===== src/scr_pkg.sv =====
// Shared constants, state encodings and carrier structs for the clock and reset block.
`default_nettype none
package scr_pkg;
  // ------------------------------------------------------------
  // Domains
  // ------------------------------------------------------------
  localparam int NUM_DOM = 7;
  localparam int DOM_TX_XCVR = 0;
  localparam int DOM_RX_XCVR = 1;
  localparam int DOM_TX_CORE = 2;
  localparam int DOM_RX_CORE = 3;
  localparam int DOM_TX_STRM = 4;
  localparam int DOM_RX_STRM = 5;
  localparam int DOM_REG = 6;
  localparam int NUM_PINS = 5;
  localparam int PIN_RST_REQ = 0;
  localparam int PIN_BUSY = 1;
  localparam int PIN_PLL_LOCK = 2;
  localparam int PIN_CRU_LOCK = 3;
  localparam int PIN_PEER = 4;
  // ------------------------------------------------------------
  // Rates and divider
  // ------------------------------------------------------------
  localparam logic [1:0] BAUD_1G25 = 2'h0;
  localparam logic [1:0] BAUD_2G5 = 2'h1;
  localparam logic [1:0] BAUD_3G125 = 2'h2;
  localparam logic [1:0] BAUD_5G0 = 2'h3;
  localparam logic [1:0] DIV_BY1 = 2'h0;
  localparam logic [1:0] DIV_BY2 = 2'h1;
  localparam logic [1:0] DIV_BY4 = 2'h2;
  localparam logic [19:0] KHZ_62M5 = 20'h0F424;
  localparam logic [19:0] KHZ_125M = 20'h1E848;
  localparam logic [19:0] KHZ_156M25 = 20'h2625A;
  localparam logic [19:0] KHZ_250M = 20'h3D090;
  // ------------------------------------------------------------
  // Timing
  // ------------------------------------------------------------
  localparam int CLK_PERIOD_NS = 10;
  localparam int TX_HOLD_NS = 1000;
  localparam int SILENT_NS = 1000;
  localparam int RECOVER_NS = 5000;
  localparam int TX_HOLD_CYC = (TX_HOLD_NS + CLK_PERIOD_NS - 1) / CLK_PERIOD_NS;
  localparam int SILENT_CYC = (SILENT_NS + CLK_PERIOD_NS - 1) / CLK_PERIOD_NS;
  localparam int RECOVER_CYC = (RECOVER_NS + CLK_PERIOD_NS - 1) / CLK_PERIOD_NS;
  // ------------------------------------------------------------
  // States and carriers
  // ------------------------------------------------------------
  typedef enum logic [4:0] {
    SEQ_HOLD = 5'h01, SEQ_PLL = 5'h02, SEQ_TXREL = 5'h04, SEQ_CRU = 5'h08, SEQ_DONE = 5'h10
  } scr_seq_e;
  typedef enum logic [3:0] {
    LINK_SILENT = 4'h1, LINK_SEEK = 4'h2, LINK_INIT = 4'h4, LINK_STOPPED = 4'h8
  } scr_link_e;
  typedef struct packed {
    logic pll_reset;
    logic tx_xcvr_reset;
    logic rx_xcvr_reset;
  } scr_xcvr_rst_s;
  typedef struct packed {
    logic mgmt_reset;
    logic core_reset_n;
    logic [NUM_DOM-1:0] dom_reset;
  } scr_rst_s;
  typedef struct packed {
    logic [19:0] xcvr_khz;
    logic [19:0] core_khz;
  } scr_rate_s;

  function automatic logic [19:0] scr_xcvr_khz(input logic [1:0] baud);
    unique case (baud)
      BAUD_1G25: scr_xcvr_khz = KHZ_62M5;
      BAUD_2G5: scr_xcvr_khz = KHZ_125M;
      BAUD_3G125: scr_xcvr_khz = KHZ_156M25;
      default: scr_xcvr_khz = KHZ_250M;
    endcase
  endfunction

  function automatic logic [19:0] scr_core_khz(input logic [1:0] baud, input logic four_lane);
    scr_core_khz = four_lane ? scr_xcvr_khz(baud) : (scr_xcvr_khz(baud) >> 1);
  endfunction
endpackage
`default_nettype wire


===== src/scr_clk_div.sv =====
// Flip-flop divider that makes the transmit step pulse from the reference, plus the transmit core clock at divide by two or four.
`default_nettype none
module scr_clk_div
  import scr_pkg::*;
(
  input wire logic core_clk,
  input wire logic srst,
  input wire logic ce,
  input wire logic [1:0] ratio,
  output logic clk_out,
  output logic tick
);
  typedef struct packed {
    logic [1:0] cnt;
    logic clk;
    logic tick;
  } scr_div_s;
  scr_div_s q;
  scr_div_s next_q;
  logic [1:0] last;

  // ------------------------------------------------------------
  // Counter
  // ------------------------------------------------------------
  always_comb begin
    next_q = q;
    last = (ratio == DIV_BY4) ? 2'h3 : ((ratio == DIV_BY2) ? 2'h1 : 2'h0);
    if (ce) begin
      // divide by one, two or four
      next_q.cnt = (q.cnt == last) ? 2'h0 : q.cnt + 2'h1;
      next_q.tick = (next_q.cnt == last);
      next_q.clk = (ratio == DIV_BY4) ? next_q.cnt[1] : ((ratio == DIV_BY2) ? next_q.cnt[0] : 1'b0);
    end
  end

  always_ff @(posedge core_clk) begin
    if (srst) begin
      q <= '0;
    end else begin
      q <= next_q;
    end
  end

  assign clk_out = q.clk;
  assign tick = q.tick;

  a_div_spacing: assert property (@(posedge core_clk) disable iff (srst || !ce)
    (tick && ratio == DIV_BY4) |=> !tick ##1 !tick ##1 !tick ##1 tick)
    else $error("divide-by-four step spacing wrong");
  a_div_half: assert property (@(posedge core_clk) disable iff (srst || !ce)
    (tick && ratio == DIV_BY2) |=> !tick ##1 tick)
    else $error("divide-by-two step spacing wrong");
endmodule
`default_nettype wire


===== src/scr_clock_reset.sv =====
// Clock-rate selection, transmit clock divider, domain resets and link start-up for the serial PHY.
`default_nettype none
module scr_clock_reset
  import scr_pkg::*;
#(
  parameter logic [1:0] BAUD = BAUD_3G125,
  parameter bit FOUR_LANE = 1'b0,
  parameter bit INTERNAL_XCVR = 1'b1
) (
  input wire logic core_clk,
  input wire logic srst,
  input wire logic ce,
  input wire logic ext_reset_req,
  input wire logic reconfig_busy,
  input wire logic pll_locked,
  input wire logic clock_recovery_unit_locked,
  input wire logic peer_active,
  output scr_rst_s rst,
  output scr_xcvr_rst_s xcvr_rst,
  output scr_rate_s rate,
  output logic tx_core_clk,
  output logic tx_core_tick,
  output logic seq_done,
  output logic phy_dis,
  output scr_link_e link_state
);
  // ------------------------------------------------------------
  // State
  // ------------------------------------------------------------
  typedef struct packed {
    logic [NUM_PINS-1:0] pin_meta;
    logic [NUM_PINS-1:0] pin_sync;
    scr_seq_e seq;
    scr_link_e link;
    logic [15:0] timer;
    scr_xcvr_rst_s xr;
    scr_rate_s rate;
  } scr_state_s;
  scr_state_s q;
  scr_state_s next_q;

  logic rst_src;
  logic rx_step;
  logic [NUM_DOM-1:0] dom_step;
  logic [NUM_DOM-1:0] dom_req;
  logic [NUM_DOM-1:0] dom_rst;
  logic [1:0] div_ratio;

  localparam logic [15:0] TX_HOLD_LAST = 16'(TX_HOLD_CYC - 1);
  localparam logic [15:0] SILENT_LAST = 16'(SILENT_CYC - 1);
  localparam logic [15:0] RECOVER_LAST = 16'(RECOVER_CYC - 1);

  // Domains fed by the divided transmit clock.
  function automatic logic dom_is_tx(input int d);
    dom_is_tx = (d == DOM_TX_XCVR) || (d == DOM_TX_CORE) || (d == DOM_TX_STRM);
  endfunction

  // Domains fed by the recovered receive clock.
  function automatic logic dom_is_rx(input int d);
    dom_is_rx = (d == DOM_RX_XCVR) || (d == DOM_RX_CORE) || (d == DOM_RX_STRM);
  endfunction

  // ------------------------------------------------------------
  // Transmit clock divider
  // ------------------------------------------------------------
  // build-time ratio
  assign div_ratio = FOUR_LANE ? DIV_BY1 : DIV_BY2;

  scr_clk_div u_div (
    .core_clk(core_clk),
    .srst(srst),
    .ce(ce),
    .ratio(div_ratio),
    .clk_out(tx_core_clk),
    .tick(tx_core_tick)
  );

  // ------------------------------------------------------------
  // Domain reset synchronizers
  // ------------------------------------------------------------
  // one common source for every reset
  assign rst_src = q.pin_sync[PIN_RST_REQ] | q.pin_sync[PIN_BUSY];
  // receive domains only step once recovery is locked
  assign rx_step = q.pin_sync[PIN_CRU_LOCK];

  for (genvar d = 0; d < NUM_DOM; d++) begin : g_dom
    // transmit and receive domains step on their own clocks
    assign dom_step[d] = dom_is_tx(d) ? tx_core_tick : (dom_is_rx(d) ? rx_step : 1'b1);
    // datapath domains wait for the sequencer
    assign dom_req[d] = rst_src | ((d != DOM_REG) && !(q.seq == SEQ_DONE))
                        | (dom_is_rx(d) && !rx_step);
    scr_rst_sync u_sync (
      .core_clk(core_clk),
      .srst(srst),
      .ce(ce),
      .step(dom_step[d]),
      .assert_req(dom_req[d]),
      .rst_out(dom_rst[d])
    );
  end

  // paired resets, each from its own domain
  assign rst.mgmt_reset = dom_rst[DOM_REG];
  assign rst.core_reset_n = ~dom_rst[DOM_TX_CORE];
  assign rst.dom_reset = dom_rst;

  // ------------------------------------------------------------
  // Transceiver reset sequencer and link start-up
  // ------------------------------------------------------------
  always_comb begin
    next_q = q;
    if (ce) begin
      // pins sampled on every cycle with ce high
      // Pin inputs cross two flops before anything reads them.
      next_q.pin_meta = {peer_active, clock_recovery_unit_locked, pll_locked, reconfig_busy, ext_reset_req};
      next_q.pin_sync = q.pin_meta;
      next_q.rate.xcvr_khz = scr_xcvr_khz(BAUD);
      next_q.rate.core_khz = scr_core_khz(BAUD, FOUR_LANE);
      if (q.timer != 16'h0000) begin
        next_q.timer = q.timer - 16'h0001;
      end
      // busy or request restarts the sequence
      if (rst_src) begin
        next_q.seq = SEQ_HOLD;
        next_q.xr = '{pll_reset: 1'b1, tx_xcvr_reset: 1'b1, rx_xcvr_reset: 1'b1};
      end else begin
        unique case (q.seq)
          SEQ_HOLD: begin
            if (INTERNAL_XCVR) begin
              next_q.seq = SEQ_PLL;
              next_q.xr.pll_reset = 1'b0;
            end else begin
              next_q.seq = SEQ_DONE;
              next_q.xr = '0;
            end
          end
          SEQ_PLL: begin
            if (q.pin_sync[PIN_PLL_LOCK]) begin
              next_q.seq = SEQ_TXREL;
              next_q.timer = TX_HOLD_LAST;
            end
          end
          SEQ_TXREL: begin
            if (q.timer == 16'h0000) begin
              next_q.seq = SEQ_CRU;
              next_q.xr.tx_xcvr_reset = 1'b0;
              next_q.xr.rx_xcvr_reset = 1'b0;
            end
          end
          SEQ_CRU: begin
            if (q.pin_sync[PIN_CRU_LOCK]) begin
              next_q.seq = SEQ_DONE;
            end
          end
          SEQ_DONE: begin
            // A lost PLL lock sends the sequence back to the start.
            if (INTERNAL_XCVR && !q.pin_sync[PIN_PLL_LOCK]) begin
              next_q.seq = SEQ_HOLD;
            end
          end
        endcase
      end
      // held in SILENT until the sequence completes
      if (next_q.seq != SEQ_DONE) begin
        next_q.link = LINK_SILENT;
        next_q.timer = (next_q.seq == SEQ_TXREL) ? next_q.timer : SILENT_LAST;
      end else begin
        unique case (q.link)
          LINK_SILENT: begin
            if (q.seq == SEQ_DONE && q.timer == 16'h0000) begin
              next_q.link = LINK_SEEK;
            end
          end
          LINK_SEEK: begin
            if (q.pin_sync[PIN_PEER]) begin
              next_q.link = LINK_INIT;
            end
          end
          LINK_INIT: begin
            // silent peer stops input, recovery is timed
            if (!q.pin_sync[PIN_PEER]) begin
              next_q.link = LINK_STOPPED;
              next_q.timer = RECOVER_LAST;
            end
          end
          LINK_STOPPED: begin
            if (q.timer == 16'h0000) begin
              next_q.link = LINK_SEEK;
            end
          end
        endcase
      end
    end
  end

  always_ff @(posedge core_clk) begin
    if (srst) begin
      q <= '{pin_meta: '0, pin_sync: '0, seq: SEQ_HOLD, link: LINK_SILENT, timer: SILENT_LAST,
             xr: '{pll_reset: 1'b1, tx_xcvr_reset: 1'b1, rx_xcvr_reset: 1'b1}, rate: '0};
    end else begin
      q <= next_q;
    end
  end

  assign xcvr_rst = q.xr;
  assign rate = q.rate;
  assign seq_done = (q.seq == SEQ_DONE);
  assign link_state = q.link;
  // The transmitter is kept off while the link is silent.
  assign phy_dis = (q.link == LINK_SILENT);

  // ------------------------------------------------------------
  // Checks
  // ------------------------------------------------------------
  a_pair_assert: assert property (@(posedge core_clk) disable iff (srst || !ce)
    rst_src |=> rst.mgmt_reset && !rst.core_reset_n)
    else $error("paired resets not asserted together");
  a_busy_hold: assert property (@(posedge core_clk) disable iff (srst || !ce)
    q.pin_sync[PIN_BUSY] |=> (&rst.dom_reset) ##0 q.seq == SEQ_HOLD)
    else $error("reset released while reconfiguration busy");
  a_req_accept: assert property (@(posedge core_clk) disable iff (srst)
    (ce && ext_reset_req) ##1 ce ##1 ce |=> rst.mgmt_reset)
    else $error("reset request not taken within three cycles");
  a_silent_entry: assert property (@(posedge core_clk) disable iff (srst)
    $rose(seq_done) |-> link_state == LINK_SILENT && phy_dis)
    else $error("link not silent after reset sequence");
  a_stop_recover: assert property (@(posedge core_clk) disable iff (srst || !ce || rst_src)
    $rose(link_state == LINK_STOPPED) |-> ##[1:501] link_state == LINK_SEEK)
    else $error("input-error-stopped state never recovered");
  a_rx_gate: assert property (@(posedge core_clk) disable iff (srst || !ce)
    !rx_step |=> rst.dom_reset[DOM_RX_CORE] && rst.dom_reset[DOM_RX_STRM])
    else $error("receive domain out of reset without recovered clock");
  a_tx_release: assert property (@(posedge core_clk) disable iff (srst)
    $fell(rst.dom_reset[DOM_TX_CORE]) |-> $past(tx_core_tick))
    else $error("transmit core reset released off its clock");
  a_rate_pair: assert property (@(posedge core_clk) disable iff (srst)
    (rate.xcvr_khz != 20'h00000) |-> rate.core_khz == (FOUR_LANE ? rate.xcvr_khz : rate.xcvr_khz >> 1))
    else $error("core rate does not follow lane width");
  a_ext_no_seq: assert property (@(posedge core_clk) disable iff (srst || !ce)
    (!INTERNAL_XCVR && !rst_src && q.seq == SEQ_HOLD) |=> seq_done && !xcvr_rst.pll_reset)
    else $error("external build ran the transceiver sequence");
endmodule
`default_nettype wire


===== src/scr_rst_sync.sv =====
// Per-domain reset synchronizer: immediate assertion, two-stage release on the domain step.
`default_nettype none
module scr_rst_sync
  import scr_pkg::*;
(
  input wire logic core_clk,
  input wire logic srst,
  input wire logic ce,
  input wire logic step,
  input wire logic assert_req,
  output logic rst_out
);
  typedef struct packed {
    logic [1:0] pipe;
  } scr_sync_s;
  scr_sync_s q;
  scr_sync_s next_q;

  // ------------------------------------------------------------
  // Release pipe
  // ------------------------------------------------------------
  always_comb begin
    next_q = q;
    if (ce) begin
      if (assert_req) begin
        next_q.pipe = 2'h0;
      end else if (step) begin
        next_q.pipe = {q.pipe[0], 1'b1};
      end
    end
  end

  always_ff @(posedge core_clk) begin
    if (srst) begin
      q <= '0;
    end else begin
      q <= next_q;
    end
  end

  assign rst_out = ~q.pipe[1];

  a_sync_assert: assert property (@(posedge core_clk) disable iff (srst)
    (ce && assert_req) |=> rst_out)
    else $error("domain reset not asserted after request");
  a_sync_release: assert property (@(posedge core_clk) disable iff (srst)
    $fell(rst_out) |-> $past(step) && !$past(assert_req))
    else $error("domain reset released without a step");
endmodule
`default_nettype wire

===== config.mk =====
export PLATFORM = sky130hd
export DESIGN_NAME = scr_clock_reset
export DESIGN_NICKNAME = d
export VERILOG_FILES = /design/src/scr_pkg.sv /design/src/scr_clk_div.sv /design/src/scr_clock_reset.sv /design/src/scr_rst_sync.sv
export SDC_FILE = /design/constraint.sdc
export NUM_CORES = 1
export LEC_CHECK = 0
export ABC_AREA = 1
export BUFFER_PORTS_ARGS = -buffer_cell sky130_fd_sc_hd__buf_2
export CAP_MARGIN = 20
export CORE_ASPECT_RATIO = 0.75
export CORE_MARGIN = 8
export CORE_UTILIZATION = 55
export CTS_BUF_LIST = sky130_fd_sc_hd__clkbuf_4 sky130_fd_sc_hd__clkbuf_8
export DETAILED_ROUTE_END_ITERATION = 7
export GPL_TIMING_DRIVEN = 1
export PLACE_DENSITY = 0.9
export SETUP_SLACK_MARGIN = 0.15
export SYNTH_ARGS = -nofsm -noshare
export SYNTH_HDL_FRONTEND = slang
export SYNTH_SLANG_ARGS = --single-unit

===== constraint.sdc =====
create_clock -name core_clk -period 3.85 [get_ports core_clk]
set_clock_uncertainty 0.2 [all_clocks]
set_input_delay 0.77 -clock core_clk [delete_from_list [all_inputs] [get_ports core_clk]]
set_output_delay 0.77 -clock core_clk [all_outputs]
set_load 0.1 [all_outputs]

## Word level (Yosys, flattened, before mapping)

Cells that the tools add are included.

- Word-level logic and storage cells: 100
- Memory bits (read-only): 0
- Register bits: 57
- Bits in latches: 0
- Memory bits (writable): 0
- Input port bits: 8
- Memories: 0

- Eq/ne operators: 17
- Shift operators: 0
- $add $sub $neg: 2
- $lt $le $gt $ge: 0
- Bitwise logic cells: 10
- Multipliers: 0
- Mux-type cells: 37
- Divide/modulo/power cells: 0
- Reductions and logical operators: 15

Operators with widths:

| kind | count |
|---|---|
| 2-to-1 mux 16 bit | 6 |
| 2-to-1 mux 20 bit | 2 |
| 2-to-1 mux 2 bit | 16 |
| 2-to-1 mux 5 bit | 6 |
| one-hot mux 5 bit (5 select lines) | 1 |
| logical NOT 16 bit | 1 |
| one-hot mux 4 bit (4 select lines) | 1 |
| nonzero test 16 bit | 1 |
| subtractor 16 x 1 -> 16 bit (second input constant) | 1 |
| 2-to-1 mux 4 bit | 3 |
| == test 5 x 3 -> 1 bit (second input constant) | 2 |
| nonzero test 2 bit | 5 |
| != test 3 bit (second input constant) | 3 |
| inverter 1 bit | 7 |
| AND reduction 2 bit | 3 |
| == test 5 x 1 -> 1 bit (second input constant) | 1 |
| == test 5 x 2 -> 1 bit (second input constant) | 1 |
| == test 5 x 4 -> 1 bit (second input constant) | 1 |
| == test 5 bit (second input constant) | 1 |
| != test 5 bit (second input constant) | 1 |
| AND reduction 5 bit | 1 |
| == test 2 x 1 -> 1 bit (second input constant) | 2 |
| == test 4 x 1 -> 1 bit (second input constant) | 1 |
| == test 4 x 2 -> 1 bit (second input constant) | 1 |
| 10 further kinds | 13 |

## Longest topological paths before layout

- Depth in word-level cells: 8
- Gate-level depth with buffers: 13
- Gate-level depth less buffers: 12

## By module

Synthesis repeated with hierarchy kept, for this count alone.

- Cell total of the unflattened synthesis: 525
- Area, all modules: 3409.5 um^2

By module, submodules not included:

| module | cells each | area an instance (um^2) | times used |
|---|---|---|---|
| scr_clock_reset | 379 | 2463.6 | 1 |
| scr_rst_sync | 15 | 95.1 | 7 |
| scr_clk_div | 41 | 280.3 | 1 |

## Worst setup path after synthesis

No wires, ideal clock.

- Path kind: register to output
- Start point: register q (netlist bit link_state[2])
- End point: output phy_dis
- Stages on the path, launching flop included: 4
- Path slack: 1147 ps
- Data arrival time: 1733 ps
- Path through: dfxtp_1 -> inv_1 -> nand2_1 -> nor2_1

- Word-level cells in the longest chain between the ends: 1

RTL lines:

| element | line | source |
|---|---|---|
| start: declaration | scr_clock_reset.sv:39 | `scr_state_s q;` |
| start signal: assignment | scr_clock_reset.sv:198 | `q <= '{pin_meta: '0, pin_sync: '0, seq: SEQ_HOLD, link: LINK_SILENT, timer: SILENT_LAST,` |
| start signal: assignment | scr_clock_reset.sv:201 | `q <= next_q;` |
| == test 4 x 1 -> 1 bit | scr_clock_reset.sv:210 | `assign phy_dis = (q.link == LINK_SILENT);` |
| end: declaration | scr_clock_reset.sv:24 | `output logic phy_dis,` |

No other way between the ends.

## Worst setup path after layout

- Start point: register q[63] in the netlist's numbering
- End point: output seq_done

- Word-level cells in the longest chain between the ends: 1

RTL lines:

| element | line | source |
|---|---|---|
| == test 5 bit | scr_clock_reset.sv:207 | `assign seq_done = (q.seq == SEQ_DONE);` |
| end: declaration | scr_clock_reset.sv:23 | `output logic seq_done,` |

No other way between the ends.

==> metrics.md <==
| Metric | Value |
|---|---|
| Run status | completed |
| Switching power total | 516 µW |
| #FFs+latches synth | 47 |
| Cell taking the most area after synthesis | dfxtp_1 |
| First-pass GRT wire length | about 11000 µm |
| Initial antenna violation count | 0 |
| Register share of total power | 0.436 |
| Vias/cell | between 5 and 6 |
| Max Slew Vio Count | 0 |
| Cells after Synth | 450 |
| Max Fanout on Critical Path | 6 |
| Largest net degree at the start of global routing | 38 |
| CP Capture Type | output pin |
| Synthesized area | approximately 3000 µm² |
| Clk pwr share | 0.261 |
| Crit path required time | 2.88 ns |
| Area delta synth->final | 0.376% |
| Total Die Area | about 8100 µm² |
| Port Buf Inserts | 43 |
| Core box area | approximately 5300 µm² |
| Sequential share of the synthesized area | 0.314 |
| Synth top area share | 0.314 |
| Synth area leaders | dfxtp_1 (31%), buf_4 (15%), nand2_1 (12%), nor2_1 (7.8%), nand3_1 (5.4%) |
| Initial Utilization | 0.565 |
| H-Tree Depth | 2 |
| Clock slew at reported path FFs | approximately 0.09 ns |
| CTS tree | yes |
| CP Launch Type | register |
| Site row count | 23 |
| Number of global-route vias before repair | 2580 |
| Clk_lat worst skew | 0.30 ns |
| Post-CTS Setup Inserts | 0 |
| # clock sinks | 47 |
| Worst min-delay path category | register to register |
| Avg WL per Cell | between 10 and 15 µm |
| Sw Ratio | 0.429 |
| DIE WIDTH | between 100 and 150 µm |
| Final Critical Period | 2.48 ns |
| GR Util All Layers | 0.170 |
| FILL cells | around 500 |
| Mean post-synth cell area | around 6.7 µm² |
| Final hold viol count | 0 |
| Overall power | between 1 and 1.5 mW |
| Final #Nets | 464 |
| Synth Warn # | 0 |
| DR iter-0 viols | between 200 and 300 |
| Worst-case clock buffer depth | 2 |
| Number of inserted diodes | 0 |
| Peak supply drop | 0.266 mV |
| TritonCTS buffer count | 5 |
| Worst slack at placement | 1.58 ns |
| Gr ovfl total | 0 |
| Maxcap violations | 0 |
| I/O Pins | roughly 70 |
| Clk root buf | clkbuf_8 |
| Power per cell area | ~400 nW/µm² |
| P_int | 686 µW |
| Hold Buf Count CTS | 0 |
| Post-CTS resize count | 0 |
| Drt pass-1 iters | 5 |
| Worst-margin pin slew | between 0.5 and 0.6 ns |
| Gate power share | 0.302 |
| Die H | 79.9 µm |
| Final wirelength | 6730 µm |
| Drt drc | 0 |
| TNS Setup | 0 ns |
| Setup CP Type | register to output pin |
| Vias | roughly 2700 |
| Gp weighted congestion | 0.947 |
| Tcrit/Tclk final | 0.644 |
| F_max | roughly 0.40 GHz |
| Yosys cell types | 32 |
| Endpoints failing setup | 0 |
| Layout cells sized above 1 | 0.167 |
| Post-route ant nets | 0 |
| Setup slack after layout | about 1.4 ns |
| Slew HR | 0.655 |
| HPWL after DPL | around 5000 µm |
| Arrival time worst endpoint | ~1.5 ns |
| LEAKAGE | roughly 1.4 nW |
| RSZ-0062 raised after global routing | no |
## final cells by class
type | count | area [µm²] | share of cell area
clock inverter | 2 | 16.3 | 0.00541
clock buffer | 6 | 76.3 | 0.0254
timing repair buffer | 45 | 230 | 0.0766
sequential | 47 | 941 | 0.313
multi-input combinational | 313 | 1490 | 0.494
inverter | 43 | 161 | 0.0537
tap | 75 | 93.8 | 0.0312
## critical path: stages, from the launching register on
cell and delay (ns):
dfxtp_1 0.37, nor2_4 0.18, nand3_4 0.14, inv_1 0.10
buf_2 0.43
## cells in the final DEF, fill, tap and decap left out, types with 2 or more instances in the layout
cell	count
o21ai_0	23
nand2_2	7
buf_4	2
nor3_1	4
nor2_2	5
o21bai_1	2
nand3_2	2
nor2_4	5
dfxtp_1	47
conb_1	24
a211oi_1	2
inv_1	42
nor2_1	62
nand3_1	32
a21oi_1	31
nand2_1	92
nand4_1	9
clkbuf_8	5
xor2_1	3
buf_2	43
## metal layers
| layer | GRT usage | vias to the layer above | part of all wire |
|---|---|---|---|
| met3 | 0.0322 | 9 | 0.086 |
| met4 | 0.0504 | 0 | 0.014 |
| met2 | 0.270 | 156 | 0.43 |
| met1 | 0.227 | 1220 | 0.47 |
| met5 | 0 | - | 0 |
| li1 | - | 1363 | - |
## flip-flops by register name, indices dropped and copies added, names as in the netlist
name / flops
u_div.q: 2
dom_step: 1
link_state: 4
g_dom.u_sync.q: 6
rate: 1
q: 30
xcvr_rst: 2
u_div.tick: 1
## stage by stage
stage	cell area (µm²)	hold slack (ns)	utilization	std cells
floorplan	3080	0.209	-	473
global placement	2910	0.216	0.550	523
detailed placement	2910	0.224	0.550	523
CTS	3000	0.238	0.567	531
global route	3000	0.246	0.567	531
finish	3000	0.237	0.567	531
## logic make-up after synthesis
group,share of synthesized area
XOR/XNOR,0.0117
other,0.00125
adder cells (fa/ha/maj),0.00418
AO/OA/AOI/OAI,0.113
buffers and inverters,0.218
flip-flops,0.314
AND/OR/NAND/NOR,0.337
## cell usage after synthesis, drive strengths merged
master,n
buf,62
o21ai,25
nor3b,1
a21oi,31
inv,43
conb,1
ha,1
nand4,9
nand3b,1
a211oi,2
o31ai,1
nand3,35
nor2,72
dfxtp,47
nand2,100
o41ai,1
nor3,4
xor2,3
o21bai,2
xnor2,1
clkbuf,8
## worst paths after layout
check | startpoint | to | slack [ns] | cells past startpoint
worst max-delay path | q[63] | seq_done | 1.37 | 4
worst min-delay path | u_div.q[3] | u_div.q[3] | 0.24 | 2
worst max register to register | q[43] | q[44] | 1.53 | 11
worst min register to register | u_div.q[3] | u_div.q[3] | 0.24 | 2
## power by group through the flow
stage	clock network, mW	registers (mW)	logic (mW)
floorplan	0	0.544	0.352
global placement	0	0.534	0.357
global route	0.336	0.527	0.380
CTS	0.314	0.524	0.362
finish	0.314	0.524	0.363
detailed placement	0	0.535	0.361
No activity file was read; power rests on OpenSTA's default activity.
